**config.mk**
```make
export PLATFORM = sky130hd
export DESIGN_NAME = sensor_status_error_regs
export DESIGN_NICKNAME = d
export VERILOG_FILES = /design/src/sensor_regs_pkg.sv /design/src/sensor_status_error_regs.sv
export SDC_FILE = /design/constraint.sdc
export NUM_CORES = 1
export LEC_CHECK = 0
export BUFFER_PORTS_ARGS = -buffer_cell sky130_fd_sc_hd__clkbuf_2
export CORE_MARGIN = 2
export CORE_UTILIZATION = 37
export CTS_BUF_LIST = sky130_fd_sc_hd__clkbuf_8
export CTS_CLUSTER_DIAMETER = 100
export DETAILED_ROUTE_END_ITERATION = 10
export GPL_TIMING_DRIVEN = 0
export MAX_ROUTING_LAYER = met4
export PLACE_DENSITY = 0.66
export SLEW_MARGIN = 5
export SYNTH_ARGS = -nofsm -noshare
export SYNTH_HDL_FRONTEND = slang
export SYNTH_SLANG_ARGS = --single-unit
```
**constraint.sdc**
```tcl
create_clock -name mclk -period 2.9 [get_ports mclk]
set_input_delay 0.58 -clock mclk [delete_from_list [all_inputs] [get_ports mclk]]
set_output_delay 0.58 -clock mclk [all_outputs]
set_load 0.02 [all_outputs]
```
**src/sensor_regs_pkg.sv**
```systemverilog
package sensor_regs_pkg;

   // ==========================================================
   // Bus geometry
   localparam int unsigned ADDR_W = 12;
   localparam int unsigned DATA_W = 32;
   localparam int unsigned IDX_W = 10;
   localparam int unsigned BYTE_W = 8;

   // ==========================================================
   // Register indices; byte address is four times the index
   localparam logic [IDX_W-1:0] IDX_PART_IDENTITY = 10'h000;
   localparam logic [IDX_W-1:0] IDX_FAULT_REPORT = 10'h002;
   localparam logic [IDX_W-1:0] IDX_CONDITION_FLAGS = 10'h003;
   localparam logic [IDX_W-1:0] IDX_AUX_X_LOW = 10'h00a;
   localparam logic [IDX_W-1:0] IDX_AUX_X_HIGH = 10'h00b;
   localparam logic [IDX_W-1:0] IDX_AUX_Y_LOW = 10'h00c;
   localparam logic [IDX_W-1:0] IDX_AUX_Y_HIGH = 10'h00d;
   localparam logic [IDX_W-1:0] IDX_AUX_Z_LOW = 10'h00e;

   // ==========================================================
   // Field positions
   localparam int unsigned FATAL_BIT = 0;
   localparam int unsigned CMD_ERR_BIT = 1;
   localparam int unsigned CODE_LSB = 2;
   localparam int unsigned CODE_MSB = 4;
   localparam int unsigned FIFO_ERR_BIT = 6;
   localparam int unsigned AUX_ERR_BIT = 7;
   localparam int unsigned MAN_OP_BIT = 2;
   localparam int unsigned CMD_RDY_BIT = 4;
   localparam int unsigned DRDY_AUX_BIT = 5;
   localparam int unsigned DRDY_ACC_BIT = 7;

   // ==========================================================
   // Codes and reset values
   localparam logic [2:0] CODE_NO_ERROR = 3'h0;
   localparam logic [2:0] CODE_ACCEL_CONFIG = 3'h1;
   localparam logic [7:0] FAULT_RESET = 8'h00;
   localparam logic [7:0] STATUS_RESET = 8'h10;
   localparam logic [7:0] DATA_RESET = 8'h00;
   // Arbitrary identity value, not that of any real part
   localparam logic [7:0] IDENTITY_DEFAULT = 8'h5a;
   localparam logic [1:0] RESP_OKAY = 2'h0;
   localparam logic [1:0] RESP_SLVERR = 2'h2;

   // ==========================================================
   // Carriers
   typedef struct packed {
      logic fatal;
      logic cmd_fail;
      logic fifo_discard;
      logic aux_bus_error;
   } fault_events_t;

   typedef struct packed {
      logic [15:0] x;
      logic [15:0] y;
      logic [7:0] z_low;
   } aux_sample_t;

endpackage

```
**src/sensor_status_error_regs.sv**
```systemverilog
`timescale 1ns/10ps

// What this block does
// RL1 - Index zero returns a fixed identity byte that bus writes never alter.
// RL2 - Index two is the fault report, with every bit zero after reset.
// RL3 - Fault bit 0 marks a dead chip and clears only on reset or soft reset.
// RL4 - Fault bit 1 is set when a host command fails to execute.
// RL5 - Fault bits 4 to 2 follow the error code input one cycle late, 0 none, 1 bad accel config.
// RL6 - Fault bit 6 is set on a stream-mode discard and clears when read.
// RL7 - Fault bit 7 is set on an aux bus master error and clears when read.
// RL8 - Status bit 4 is 1 when a command may be issued, 0 while one runs.
// RL9 - Status bit 2 is 1 while a manual aux transfer is in progress.
// RL10 - Status bit 5 flags new aux data and clears on any aux data read.
// RL11 - Status bit 7 flags new accel data and clears on an accel data read.
// RL12 - Aux X and Y are 16-bit words, low byte even, high byte next; Z has only a low byte; all reset to zero.
module sensor_status_error_regs
   import sensor_regs_pkg::*;
#(
   parameter logic [7:0] PART_IDENTITY_VALUE = IDENTITY_DEFAULT
) (
   // Clock and reset
   input wire logic mclk,
   input wire logic resetn,
   // AXI4-Lite write address
   input wire logic [ADDR_W-1:0] awaddr,
   input wire logic awvalid,
   output logic awready,
   // AXI4-Lite write data
   input wire logic [DATA_W-1:0] wdata,
   input wire logic [DATA_W/8-1:0] wstrb,
   input wire logic wvalid,
   output logic wready,
   // AXI4-Lite write response
   output logic [1:0] bresp,
   output logic bvalid,
   input wire logic bready,
   // AXI4-Lite read address
   input wire logic [ADDR_W-1:0] araddr,
   input wire logic arvalid,
   output logic arready,
   // AXI4-Lite read data
   output logic [DATA_W-1:0] rdata,
   output logic [1:0] rresp,
   output logic rvalid,
   input wire logic rready,
   // Events and levels from the sensor core
   input wire fault_events_t fault_ev,
   input wire logic [2:0] config_error_code,
   input wire logic cmd_busy,
   input wire logic aux_manual_transfer_active,
   input wire logic soft_reset,
   // Sample sources
   input wire logic aux_sample_valid,
   input wire aux_sample_t aux_sample,
   input wire logic accel_data_ready,
   input wire logic accel_data_read
);

   // ==========================================================
   // Declarations
   logic awready_q, wready_q, bvalid_q, aw_got_q, w_got_q, aw_hit_q;
   logic arready_q, rvalid_q;
   logic [1:0] bresp_q, rresp_q;
   logic [DATA_W-1:0] rdata_q;
   logic fatal_q, cmd_err_q, fifo_err_q, aux_err_q;
   logic [2:0] code_q;
   logic cmd_ready_q, man_op_q, drdy_aux_q, drdy_acc_q;
   aux_sample_t aux_q;
   logic [IDX_W-1:0] aw_idx, ar_idx;
   logic rd_take, rd_fault, rd_aux, cmd_start, rd_hit, aw_hit;
   logic [7:0] rd_byte, fault_byte, status_byte;

   assign aw_idx = awaddr[ADDR_W-1:2];
   assign ar_idx = araddr[ADDR_W-1:2];
   assign rd_take = arvalid && arready_q;
   assign rd_fault = rd_take && (ar_idx == IDX_FAULT_REPORT);
   assign rd_aux = rd_take && (ar_idx >= IDX_AUX_X_LOW)
      && (ar_idx <= IDX_AUX_Z_LOW);
   // A command starts when the decoder leaves its ready state
   assign cmd_start = cmd_busy && cmd_ready_q;

   // ==========================================================
   // Register image and address decode
   always_comb begin
      fault_byte = FAULT_RESET;
      fault_byte[FATAL_BIT] = fatal_q;
      fault_byte[CMD_ERR_BIT] = cmd_err_q;
      fault_byte[CODE_MSB:CODE_LSB] = code_q;
      fault_byte[FIFO_ERR_BIT] = fifo_err_q;
      fault_byte[AUX_ERR_BIT] = aux_err_q;
   end

   always_comb begin
      status_byte = 8'h00;
      status_byte[MAN_OP_BIT] = man_op_q;
      status_byte[CMD_RDY_BIT] = cmd_ready_q;
      status_byte[DRDY_AUX_BIT] = drdy_aux_q;
      status_byte[DRDY_ACC_BIT] = drdy_acc_q;
   end

   always_comb begin
      rd_hit = 1'b1;
      unique case (ar_idx)
         IDX_PART_IDENTITY: rd_byte = PART_IDENTITY_VALUE; // RL1
         IDX_FAULT_REPORT: rd_byte = fault_byte; // RL2
         IDX_CONDITION_FLAGS: rd_byte = status_byte;
         IDX_AUX_X_LOW: rd_byte = aux_q.x[7:0]; // RL12
         IDX_AUX_X_HIGH: rd_byte = aux_q.x[15:8]; // RL12
         IDX_AUX_Y_LOW: rd_byte = aux_q.y[7:0];
         IDX_AUX_Y_HIGH: rd_byte = aux_q.y[15:8];
         IDX_AUX_Z_LOW: rd_byte = aux_q.z_low;
         default: begin
            rd_byte = 8'h00;
            rd_hit = 1'b0;
         end
      endcase
   end

   assign aw_hit = aw_idx inside {IDX_PART_IDENTITY, IDX_FAULT_REPORT,
      IDX_CONDITION_FLAGS, [IDX_AUX_X_LOW:IDX_AUX_Z_LOW]};

   // ==========================================================
   // Write channel: every register is read-only, so a write only
   // earns a response; the payload is dropped on purpose.
   always_ff @(posedge mclk or negedge resetn) begin
      if (!resetn) begin
         awready_q <= 1'b0;
         aw_got_q <= 1'b0;
         aw_hit_q <= 1'b0;
      end else if (awvalid && awready_q) begin
         awready_q <= 1'b0;
         aw_got_q <= 1'b1;
         aw_hit_q <= aw_hit;
      end else if (aw_got_q && w_got_q && !bvalid_q) begin
         aw_got_q <= 1'b0;
      end else if (!aw_got_q && !awready_q && !bvalid_q) begin
         awready_q <= 1'b1;
      end
   end

   always_ff @(posedge mclk or negedge resetn) begin
      if (!resetn) begin
         wready_q <= 1'b0;
         w_got_q <= 1'b0;
      end else if (wvalid && wready_q) begin
         wready_q <= 1'b0;
         w_got_q <= 1'b1;
      end else if (aw_got_q && w_got_q && !bvalid_q) begin
         w_got_q <= 1'b0;
      end else if (!w_got_q && !wready_q && !bvalid_q) begin
         wready_q <= 1'b1;
      end
   end

   always_ff @(posedge mclk or negedge resetn) begin
      if (!resetn) begin
         bvalid_q <= 1'b0;
         bresp_q <= RESP_OKAY;
      end else if (aw_got_q && w_got_q && !bvalid_q) begin
         bvalid_q <= 1'b1; // RL1
         bresp_q <= aw_hit_q ? RESP_OKAY : RESP_SLVERR;
      end else if (bvalid_q && bready) begin
         bvalid_q <= 1'b0;
      end
   end

   // ==========================================================
   // Read channel: data is captured at the address handshake, so
   // read side effects happen exactly once per accepted read.
   always_ff @(posedge mclk or negedge resetn) begin
      if (!resetn) begin
         arready_q <= 1'b0;
         rvalid_q <= 1'b0;
         rresp_q <= RESP_OKAY;
         rdata_q <= '0;
      end else if (rd_take) begin
         arready_q <= 1'b0;
         rvalid_q <= 1'b1;
         rresp_q <= rd_hit ? RESP_OKAY : RESP_SLVERR;
         rdata_q <= {{(DATA_W-BYTE_W){1'b0}}, rd_byte};
      end else if (rvalid_q && rready) begin
         rvalid_q <= 1'b0;
      end else if (!arready_q && !rvalid_q) begin
         arready_q <= 1'b1;
      end
   end

   // ==========================================================
   // Fault report
   always_ff @(posedge mclk or negedge resetn) begin
      if (!resetn) begin
         fatal_q <= 1'b0;
      end else if (soft_reset) begin
         fatal_q <= 1'b0; // RL3
      end else if (fault_ev.fatal) begin
         fatal_q <= 1'b1; // RL3
      end
   end

   // Cleared by the start of the next command; a failure on the
   // same edge still wins.
   always_ff @(posedge mclk or negedge resetn) begin
      if (!resetn) begin
         cmd_err_q <= 1'b0;
      end else if (soft_reset) begin
         cmd_err_q <= 1'b0;
      end else if (fault_ev.cmd_fail) begin
         cmd_err_q <= 1'b1; // RL4
      end else if (cmd_start) begin
         cmd_err_q <= 1'b0;
      end
   end

   always_ff @(posedge mclk or negedge resetn) begin
      if (!resetn) begin
         code_q <= CODE_NO_ERROR; // RL2
      end else if (soft_reset) begin
         code_q <= CODE_NO_ERROR;
      end else begin
         code_q <= config_error_code; // RL5
      end
   end

   always_ff @(posedge mclk or negedge resetn) begin
      if (!resetn) begin
         fifo_err_q <= 1'b0;
      end else if (soft_reset) begin
         fifo_err_q <= 1'b0;
      end else if (fault_ev.fifo_discard) begin
         fifo_err_q <= 1'b1; // RL6
      end else if (rd_fault) begin
         fifo_err_q <= 1'b0; // RL6
      end
   end

   always_ff @(posedge mclk or negedge resetn) begin
      if (!resetn) begin
         aux_err_q <= 1'b0;
      end else if (soft_reset) begin
         aux_err_q <= 1'b0;
      end else if (fault_ev.aux_bus_error) begin
         aux_err_q <= 1'b1; // RL7
      end else if (rd_fault) begin
         aux_err_q <= 1'b0; // RL7
      end
   end

   // ==========================================================
   // Status flags
   always_ff @(posedge mclk or negedge resetn) begin
      if (!resetn) begin
         cmd_ready_q <= STATUS_RESET[CMD_RDY_BIT]; // RL8
         man_op_q <= STATUS_RESET[MAN_OP_BIT];
      end else begin
         cmd_ready_q <= !cmd_busy; // RL8
         man_op_q <= aux_manual_transfer_active; // RL9
      end
   end

   always_ff @(posedge mclk or negedge resetn) begin
      if (!resetn) begin
         drdy_aux_q <= STATUS_RESET[DRDY_AUX_BIT];
      end else if (soft_reset) begin
         drdy_aux_q <= 1'b0;
      end else if (aux_sample_valid) begin
         drdy_aux_q <= 1'b1; // RL10
      end else if (rd_aux) begin
         drdy_aux_q <= 1'b0; // RL10
      end
   end

   always_ff @(posedge mclk or negedge resetn) begin
      if (!resetn) begin
         drdy_acc_q <= STATUS_RESET[DRDY_ACC_BIT];
      end else if (soft_reset) begin
         drdy_acc_q <= 1'b0;
      end else if (accel_data_ready) begin
         drdy_acc_q <= 1'b1; // RL11
      end else if (accel_data_read) begin
         drdy_acc_q <= 1'b0; // RL11
      end
   end

   // ==========================================================
   // Aux sample store; a read racing a new sample may mix bytes of
   // two samples, which the ready flag lets software detect.
   always_ff @(posedge mclk or negedge resetn) begin
      if (!resetn) begin
         aux_q <= '{x: {DATA_RESET, DATA_RESET},
                    y: {DATA_RESET, DATA_RESET}, z_low: DATA_RESET};
      end else if (soft_reset) begin
         aux_q <= '{x: {DATA_RESET, DATA_RESET},
                    y: {DATA_RESET, DATA_RESET}, z_low: DATA_RESET};
      end else if (aux_sample_valid) begin
         aux_q <= aux_sample; // RL12
      end
   end

   // ==========================================================
   // Outputs
   assign awready = awready_q;
   assign wready = wready_q;
   assign bvalid = bvalid_q;
   assign bresp = bresp_q;
   assign arready = arready_q;
   assign rvalid = rvalid_q;
   assign rresp = rresp_q;
   assign rdata = rdata_q;
endmodule

```
# == Word-level counts from Yosys, hierarchy flattened ==
# Cells that the tools add are included.
# totals
register_bits,71
input_bits,120
elab_cells,124
# op_classes
order_cmp,4
n_mux,39
n_eq_ne,12
n_reduce_logical,46
# op_table
cell,count
40-bit 2-to-1 mux,2
8-bit one-hot mux with 8 select lines,1
10-bit by 4-bit equality test with 1-bit output (second input constant),5
10-bit by 2-bit equality test with 1-bit output (second input constant),4
1-bit 2-to-1 mux,33
10-bit by 4-bit >= comparator with 1-bit output (second input constant),2
10-bit by 4-bit less-or-equal comparator with 1-bit output (second input constant),2
10-bit zero test,2
2-bit nonzero test,9
1-bit logical AND,17
3-bit nonzero test,5
1-bit zero test,8
8-bit OR reduction,1
2-bit AND reduction,3
2-bit 2-to-1 mux,2
2-bit inequality test (second input constant),2
4-bit nonzero test,1
3-bit 2-to-1 mux,1
2-bit by 1-bit inequality test with 1-bit output (second input constant),1

# == Longest topological paths before layout ==
# Gate-level depths: netlist of the first run.
# depth
ltp_word,6
mapped_depth,6

# == Worst setup path after synthesis of the first run ==
# Ideal clock, no wire load.
# synth_timing
path_kind,in2reg
startpoint,input araddr[7]
endpoint,register aux_err_q
t_required_ps,2768
setup_ps,132
arrival_ps,1961
setup_slack_ps,807
stages,5
cell_sequence,or4_4 -> buf_6 -> or4_1 -> a21oi_1 -> nor2_1
# synth_via
elab_chain_len,3
# synth_lines
item,line,source
start: declaration,sensor_status_error_regs.sv:38,"input wire logic [ADDR_W-1:0] araddr,"
10-bit by 2-bit equality test with 1-bit output,sensor_status_error_regs.sv:76,assign rd_fault = rd_take && (ar_idx == IDX_FAULT_REPORT);
1-bit logical AND,sensor_status_error_regs.sv:76,
3-bit nonzero test (no line),-,
end signal: assignment,sensor_status_error_regs.sv:238,aux_err_q <= 1'b0;
end signal: assignment,sensor_status_error_regs.sv:240,aux_err_q <= 1'b0;
end signal: assignment,sensor_status_error_regs.sv:242,aux_err_q <= 1'b1;
end: declaration,sensor_status_error_regs.sv:65,"logic fatal_q, cmd_err_q, fifo_err_q, aux_err_q;"
# Every way passes these cells.
# A chain may end at the register's enable or synchronous reset.

# == Final worst setup path of the first run ==
# layout_timing
startpoint,input araddr[2]
endpoint,"register rdata_q[5], in the netlist rdata[5]"
# layout_via
elab_chain_len,2
word_cells_on_any_way,9
cone_classes,eq/ne (7); mux (1); reduce/logical (1)
# layout_lines
item,line,source
"10-bit by 4-bit equality test with 1-bit output, or another cell as far along",sensor_status_error_regs.sv:103,unique case (ar_idx)
8-bit one-hot mux with 8 select lines (*),sensor_status_error_regs.sv:103,
end signal: assignment,sensor_status_error_regs.sv:180,"rdata_q <= {{(DATA_W-BYTE_W){1'b0}}, rd_byte};"
end: declaration,sensor_status_error_regs.sv:64,logic [DATA_W-1:0] rdata_q;
# Mark *: on every way between the ends. The rest lies on a longest branch, timed or not.

==> impl_metrics.ini, run 1 <==
[global_routing]
overflow = 0
grt_max_degree = 41
antenna_found_initial = 0
grt_pass1_wl_mm = 13.88
grt_pass1_vias = 2795
grt_usage_pct = 18.29

[clock_tree]
post_cts_buffers = 0
insertion_delay_ns = 0.34
hold_buffers = 0
h-tree-depth = 3
clk_pin_slew_ns = 0.08
clockRootBuffer = clkbuf_8
clockBufferDepth = 2
cts_tree = done
cts-buffers-inserted = 9
cts_num_sinks = 69
cts_resized = 0

[critical_path]
path_cells = buf_2 > buf_1 > mux2i_1 > nor4_1 > a2111oi_0 > nor2_1
critPathKind = in2reg
cp.required_ns = 3.10
cpMaxStageDelayCell = a2111oi_0
slowest_delay_ns = 0.67
worstSetupEndpointType = flip-flop
worstPathMaxFanout = 10
startpoint_type = primary input
reg2reg_slack_ns = 1.32
cp.arrival_ns = 2.35

[yosys]
mappedNetlistArea_um2 = 3498
synth_area_leaders = dfrtp_1, mux2i_1, nor2_1
synth-edff-count = 0
synthCells = 342
syn_avg_cell_area_um2 = 10.23
synth-seq-cells = 69
synthArstFlopShare_pct = 100.0
synth_top_area_share_pct = 48.64
yosysSeqAreaShare_pct = 49.39
synth-main-ff-cell = dfrtp_1
synth_cell_types = 47
yosys.area.top_type = dfrtp_1
yosysWarnings = 0

[timing]
setup_ws_ns = 0.7523
setup_violations = 0
fin_crit_ns = 2.148
final.period_utilization_pct = 74.06
finalSetupTns_ns = 0
tightest_slew_ns = 0.8405
rsz0062_at_grt = false
slew_viol_final = 0
finalClockSkew_ns = 0.008216
maxSlewHeadroom_pct = 43.97
fmax_mhz = 465.6
finalHoldViolCount = 0

[place]
place_ws_ns = 0.4083
gp_congestion = 0.9375
place_hpwl_mm = 6.813
dp.cells = 569
io_buffers = 90

[detailed_routing]
drc = 0
drtIter0Drc = 187
drt_wl_total_mm = 8.732
ant_nets = 0
vias_per_cell = 4.935
wl_per_cell_um = 14.93
firstDrtPassIters = 4
vias = 2887

[cells_and_area]
diodes = 0
final_common_cell = clkbuf_2
mostFrequentLayoutCells = clkbuf_2, dfrtp_1, nor2_1
area.growth.synth_to_final_pct = 27.22
drive_above_1_share_pct = 31.01
layout.nets = 589
stdcell_count = 585

[floorplan]
dieWidth_um = 101.2
die_area_um2 = 10250
rows = 35
start_util_pct = 38.04
die_y_um = 101.2
ios = 161
core_um2 = 9196

[run]
max_cap_violations = 0

[power_and_ir_drop]
powerDensity_nw_per_um2 = 638.7
p_leak_nw = 2.273
ir_worst_vdd_v = 0.0003433
design_power_total_w = 0.002843

[run_status]
run_status = finished, final reports clean

[hold_path]
min_path_type = in2async
## cell type report
type | count | area, µm²
buffer | 48 | 297.8
clock buffer | 9 | 123.9
clock inverter | 7 | 122.6
fill | 897 | 4746
inverter | 9 | 33.78
multi-input combinational | 241 | 1533
sequential | 69 | 1728
tap | 111 | 138.9
timing repair buffer | 91 | 473.0
## worst paths after layout
check                                                start       end  cells past startpoint
worst max-delay path                             araddr[2]  rdata[5]                      6
worst min-delay path                                resetn    rvalid                      1
worst max register to register                     arready  rdata[5]                      4
worst min register to register                    aw_hit_q  bresp[1]                      1
max in group asynchronous                           resetn  aw_hit_q                      2
min in group mclk               aux_manual_transfer_active  man_op_q                      1
## critical path, delay by kind of cell
| kind | cells | cell delay [ns] |
|---|---|---|
| buffers and inverters | 2 | 0.64 |
| multiplexers | 1 | 0.29 |
| AND/OR/NAND/NOR | 2 | 0.17 |
| AO/OA/AOI/OAI | 1 | 0.67 |
## per-stage QoR
| step | hold WS, ns | cell area, µm² | util, % |
|---|---|---|---|
| 2_1_floorplan | 0.2844 | 3592 | - |
| 3_3_place_gp | 0.4611 | 4182 | 45.47 |
| 3_5_place_dp | 0.4746 | 4204 | 45.71 |
| 4_1_cts | 0.1989 | 4451 | 48.39 |
| 5_1_grt | 0.1965 | 4451 | 48.39 |
| 6_report | 0.1914 | 4451 | 48.39 |
## power breakdown
| part | switching (W) | internal [W] |
|---|---|---|
| Clock | 0.000387 | 0.000575 |
| Sequential | 0.0000916 | 0.00111 |
| Combinational | 0.000414 | 0.000266 |
| Total | 0.000892 | 0.00195 |
## per-layer routing
layer  track usage [%]  vias up  part of all wire (%)
met1             23.69     1337                    42
met3             4.900       16                   8.8
met4             5.613        0                   2.3
met2             28.12      137                    47
li1                  -     1397                     -
met5                 -        -                     0
## registers in the layout (all words and copies together), names as in the netlist
name and flops:
arready 1, bresp 1, wready 1, bvalid 1, cmd_ready_q 1, code_q 3, drdy_aux_q 1, aux_q 40
drdy_acc_q 1, awready 1, rresp 1, aux_err_q 1, rvalid 1, fifo_err_q 1, aw_hit_q 1, aw_got_q 1
cmd_err_q 1, man_op_q 1, rdata 8, fatal_q 1, w_got_q 1
## cells by family (layout without fill, tap and decap cells)
| kind of cell | after synthesis | count (layout) | synth area share, % |
|---|---|---|---|
| AO/OA/AOI/OAI | 51 | 51 | 9.586 |
| AND/OR/NAND/NOR | 110 | 110 | 15.31 |
| multiplexers | 53 | 53 | 15.88 |
| flip-flops | 69 | 69 | 49.39 |
| XOR/XNOR | 1 | 1 | 0.2504 |
| buffers and inverters | 57 | 164 | 9.477 |
| other | 1 | 26 | 0.1072 |
## cell usage after synthesis (3+ instances only)
cell type,instances
a21o_1,3
buf_4,27
o21ai_0,10
nor2b_1,4
mux2i_1,51
nor4_1,9
nand3_1,6
dfrtp_1,68
a21oi_1,17
a2111oi_0,3
a221oi_1,3
nand2_1,11
a211oi_1,3
clkbuf_1,17
nor3_1,4
nor2_1,61
inv_1,9
(Power assumes the default switching activity.)
==> run 2: changes to the inputs <==
Settings changed: PLACE_DENSITY 0.66 to 0.68.
Clock period 2.9 ns to 1.85 ns, I/O delays scaled along.
==> run 2 against run 1 <==
- die area is the same
- worst setup slack lost 0.77 ns
- largest power group unchanged
- the run now ends with negative hold slack, negative setup slack left
- non-clock buffer count is the same
- critical endpoint unchanged
- highest routed layer unchanged
- power grew 47%
- sequential power grew 57%
- sequential cell count is the same
- core utilization shrank 0.33 points
==> impl_metrics.ini, run 2 (synthesized netlist as in run 1, its figures left out) <==
[critical_path]
ff2ff_path_depth = 4
r2r-start = aux_q[5]
crit_buf_inv = 2
path_delay_family = compound AO/OA/AOI/OAI gates
critPathKind = in2reg
slowest_delay_ns = 0.66
reg2reg_slack_ns = 0.21
path_cells = clkbuf_1 > or2_2 > clkbuf_1 > o41ai_1 > a2111oi_0 > nor2_1
worstSetupEndpointType = flip-flop
startpoint_type = primary input
cp_common_cell = clkbuf_1
cp.arrival_ns = 2.08
cp.required_ns = 2.06
cpMaxStageDelayCell = a2111oi_0
r2r-end = rdata[5]
worstPathMaxFanout = 8

[cells_and_area]
diodes = 0
area.growth.synth_to_final_pct = 26.36
regMostFlops = aux_q
regArea_um2 = 1728
layout.nets = 589
fill_cells = 916
mostFrequentLayoutCells = clkbuf_2, dfrtp_1, nor2_1
largest_register_ffs = 40
final_common_cell = clkbuf_2
drive_above_1_share_pct = 31.86
stdcell_count = 585
multi_input_comb_area_um2 = 1553

[clock_tree]
h-tree-depth = 3
post_cts_buffers = 0
cts_tree = done
cts-buffers-inserted = 9
clockBufferDepth = 2
clockRootBuffer = clkbuf_8
cts_num_sinks = 69
clk_pin_slew_ns = 0.08
hold_buffers = 0
insertion_delay_ns = 0.35

[floorplan]
die_y_um = 101.2
dieWidth_um = 101.2
ios = 161
start_util_pct = 38.04
rows = 35
core_um2 = 9196
die_area_um2 = 10250

[timing]
hold_ws_ns = -0.007123
finalHoldViolCount = 6
slew_viol_final = 0
tightest_slew_ns = 0.8163
final.period_utilization_pct = 101.2
rsz0062_at_grt = false
setup_ws_ns = -0.02187
finalClockSkew_ns = 0.008111
setup_violations = 1
maxSlewHeadroom_pct = 44.17
fmax_mhz = 534.2
fin_crit_ns = 1.872

[detailed_routing]
vias = 2884
firstDrtPassIters = 4
wl_per_cell_um = 14.93
drtIter0Drc = 176
drc = 0
ant_nets = 0
drt_wl_total_mm = 8.734
vias_per_cell = 4.930

[power_and_ir_drop]
p_leak_nw = 2.271
ir_worst_vdd_v = 0.0004374
powerDensity_nw_per_um2 = 943.9

[global_routing]
grt_pass1_vias = 2789
grt_max_degree = 38
grt_usage_pct = 18.23
overflow = 0
antenna_found_initial = 0
grt_pass1_wl_mm = 13.72

[run_status]
run_status = complete, but fails checks
violations = negative hold slack, negative setup slack

[place]
io_buffers = 90
dp.cells = 569
place_hpwl_mm = 6.802
place_ws_ns = -0.3480
gp_congestion = 0.9203

[run]
max_cap_violations = 0

[hold_path]
min_path_type = in2async
==> run 2: area by class of cell <==
class                   instances  share of cell area, %
inverters                       9                 0.7642
clock inverters                 6                  1.245
plain buffers                  48                  6.821
clock buffers                  10                  3.114
flip-flops and latches         69                  39.09
well taps                     111                  3.142
repair buffers                 91                  10.70
multi-input cells             241                  35.13
==> run 2: metal layers <==
| metal | track usage, % | vias up | wire [µm] |
|---|---|---|---|
| li1 | - | 1397 | - |
| met5 | - | - | 0 |
| met4 | 7.069 | 0 | 174 |
| met1 | 23.25 | 1334 | 3839 |
| met3 | 4.693 | 18 | 641 |
| met2 | 27.87 | 135 | 4079 |
==> run 2: through the flow <==
| stage | util [%] | area (µm²) | TNS, ns | total power (W) | hold slack [ns] |
|---|---|---|---|---|---|
| 2_1_floorplan | - | 3610 | 0 | 0.002585 | 0.07441 |
| 3_3_place_gp | 45.66 | 4199 | -9.293 | 0.002959 | 0.4512 |
| 3_5_place_dp | 45.90 | 4222 | -2.361 | 0.002997 | 0.3872 |
| 4_1_cts | 48.00 | 4414 | 0 | 0.004208 | 0.003654 |
| 5_1_grt | 48.07 | 4420 | 0 | 0.004415 | 0.01658 |
| 6_report | 48.07 | 4420 | -0.02187 | 0.004172 | -0.007123 |
==> run 2: how the worst max path moves through the flow <==
stage               startpoint          to  slack, ns  depth (start not counted)
global placement     araddr[2]    rdata[5]      -0.36                          6
CTS                  araddr[2]    rdata[5]       0.01                          6
detailed placement   araddr[2]    rdata[5]      -0.35                          6
floorplan            araddr[2]  fifo_err_q       0.01                          5
finish               araddr[5]    rdata[5]      -0.02                          6
global route         araddr[7]    rdata[4]       0.03                          6
==> run 2: repair_timing <==
action / 4_1_cts / 5_1_grt
endpoints found under the setup margin: 0 / 2
hold endpoints to repair: 0 / 0
gates resized for setup: 0 / 2
==> run 2: worst reg2reg max path: cells and delay by family (launching register included) <==
kind	cells	cell delay (ns)
AND/OR/NAND/NOR	2	0.17
flip-flops	1	0.40
multiplexers	1	0.19
AO/OA/AOI/OAI	1	0.75
==> run 2: power breakdown <==
group          total (W)  internal, W  leakage [nW]  switching, W
Clock            0.00121     0.000645         0.105      0.000568
Sequential       0.00188      0.00174         0.884      0.000144
Combinational    0.00108     0.000421          1.28      0.000655
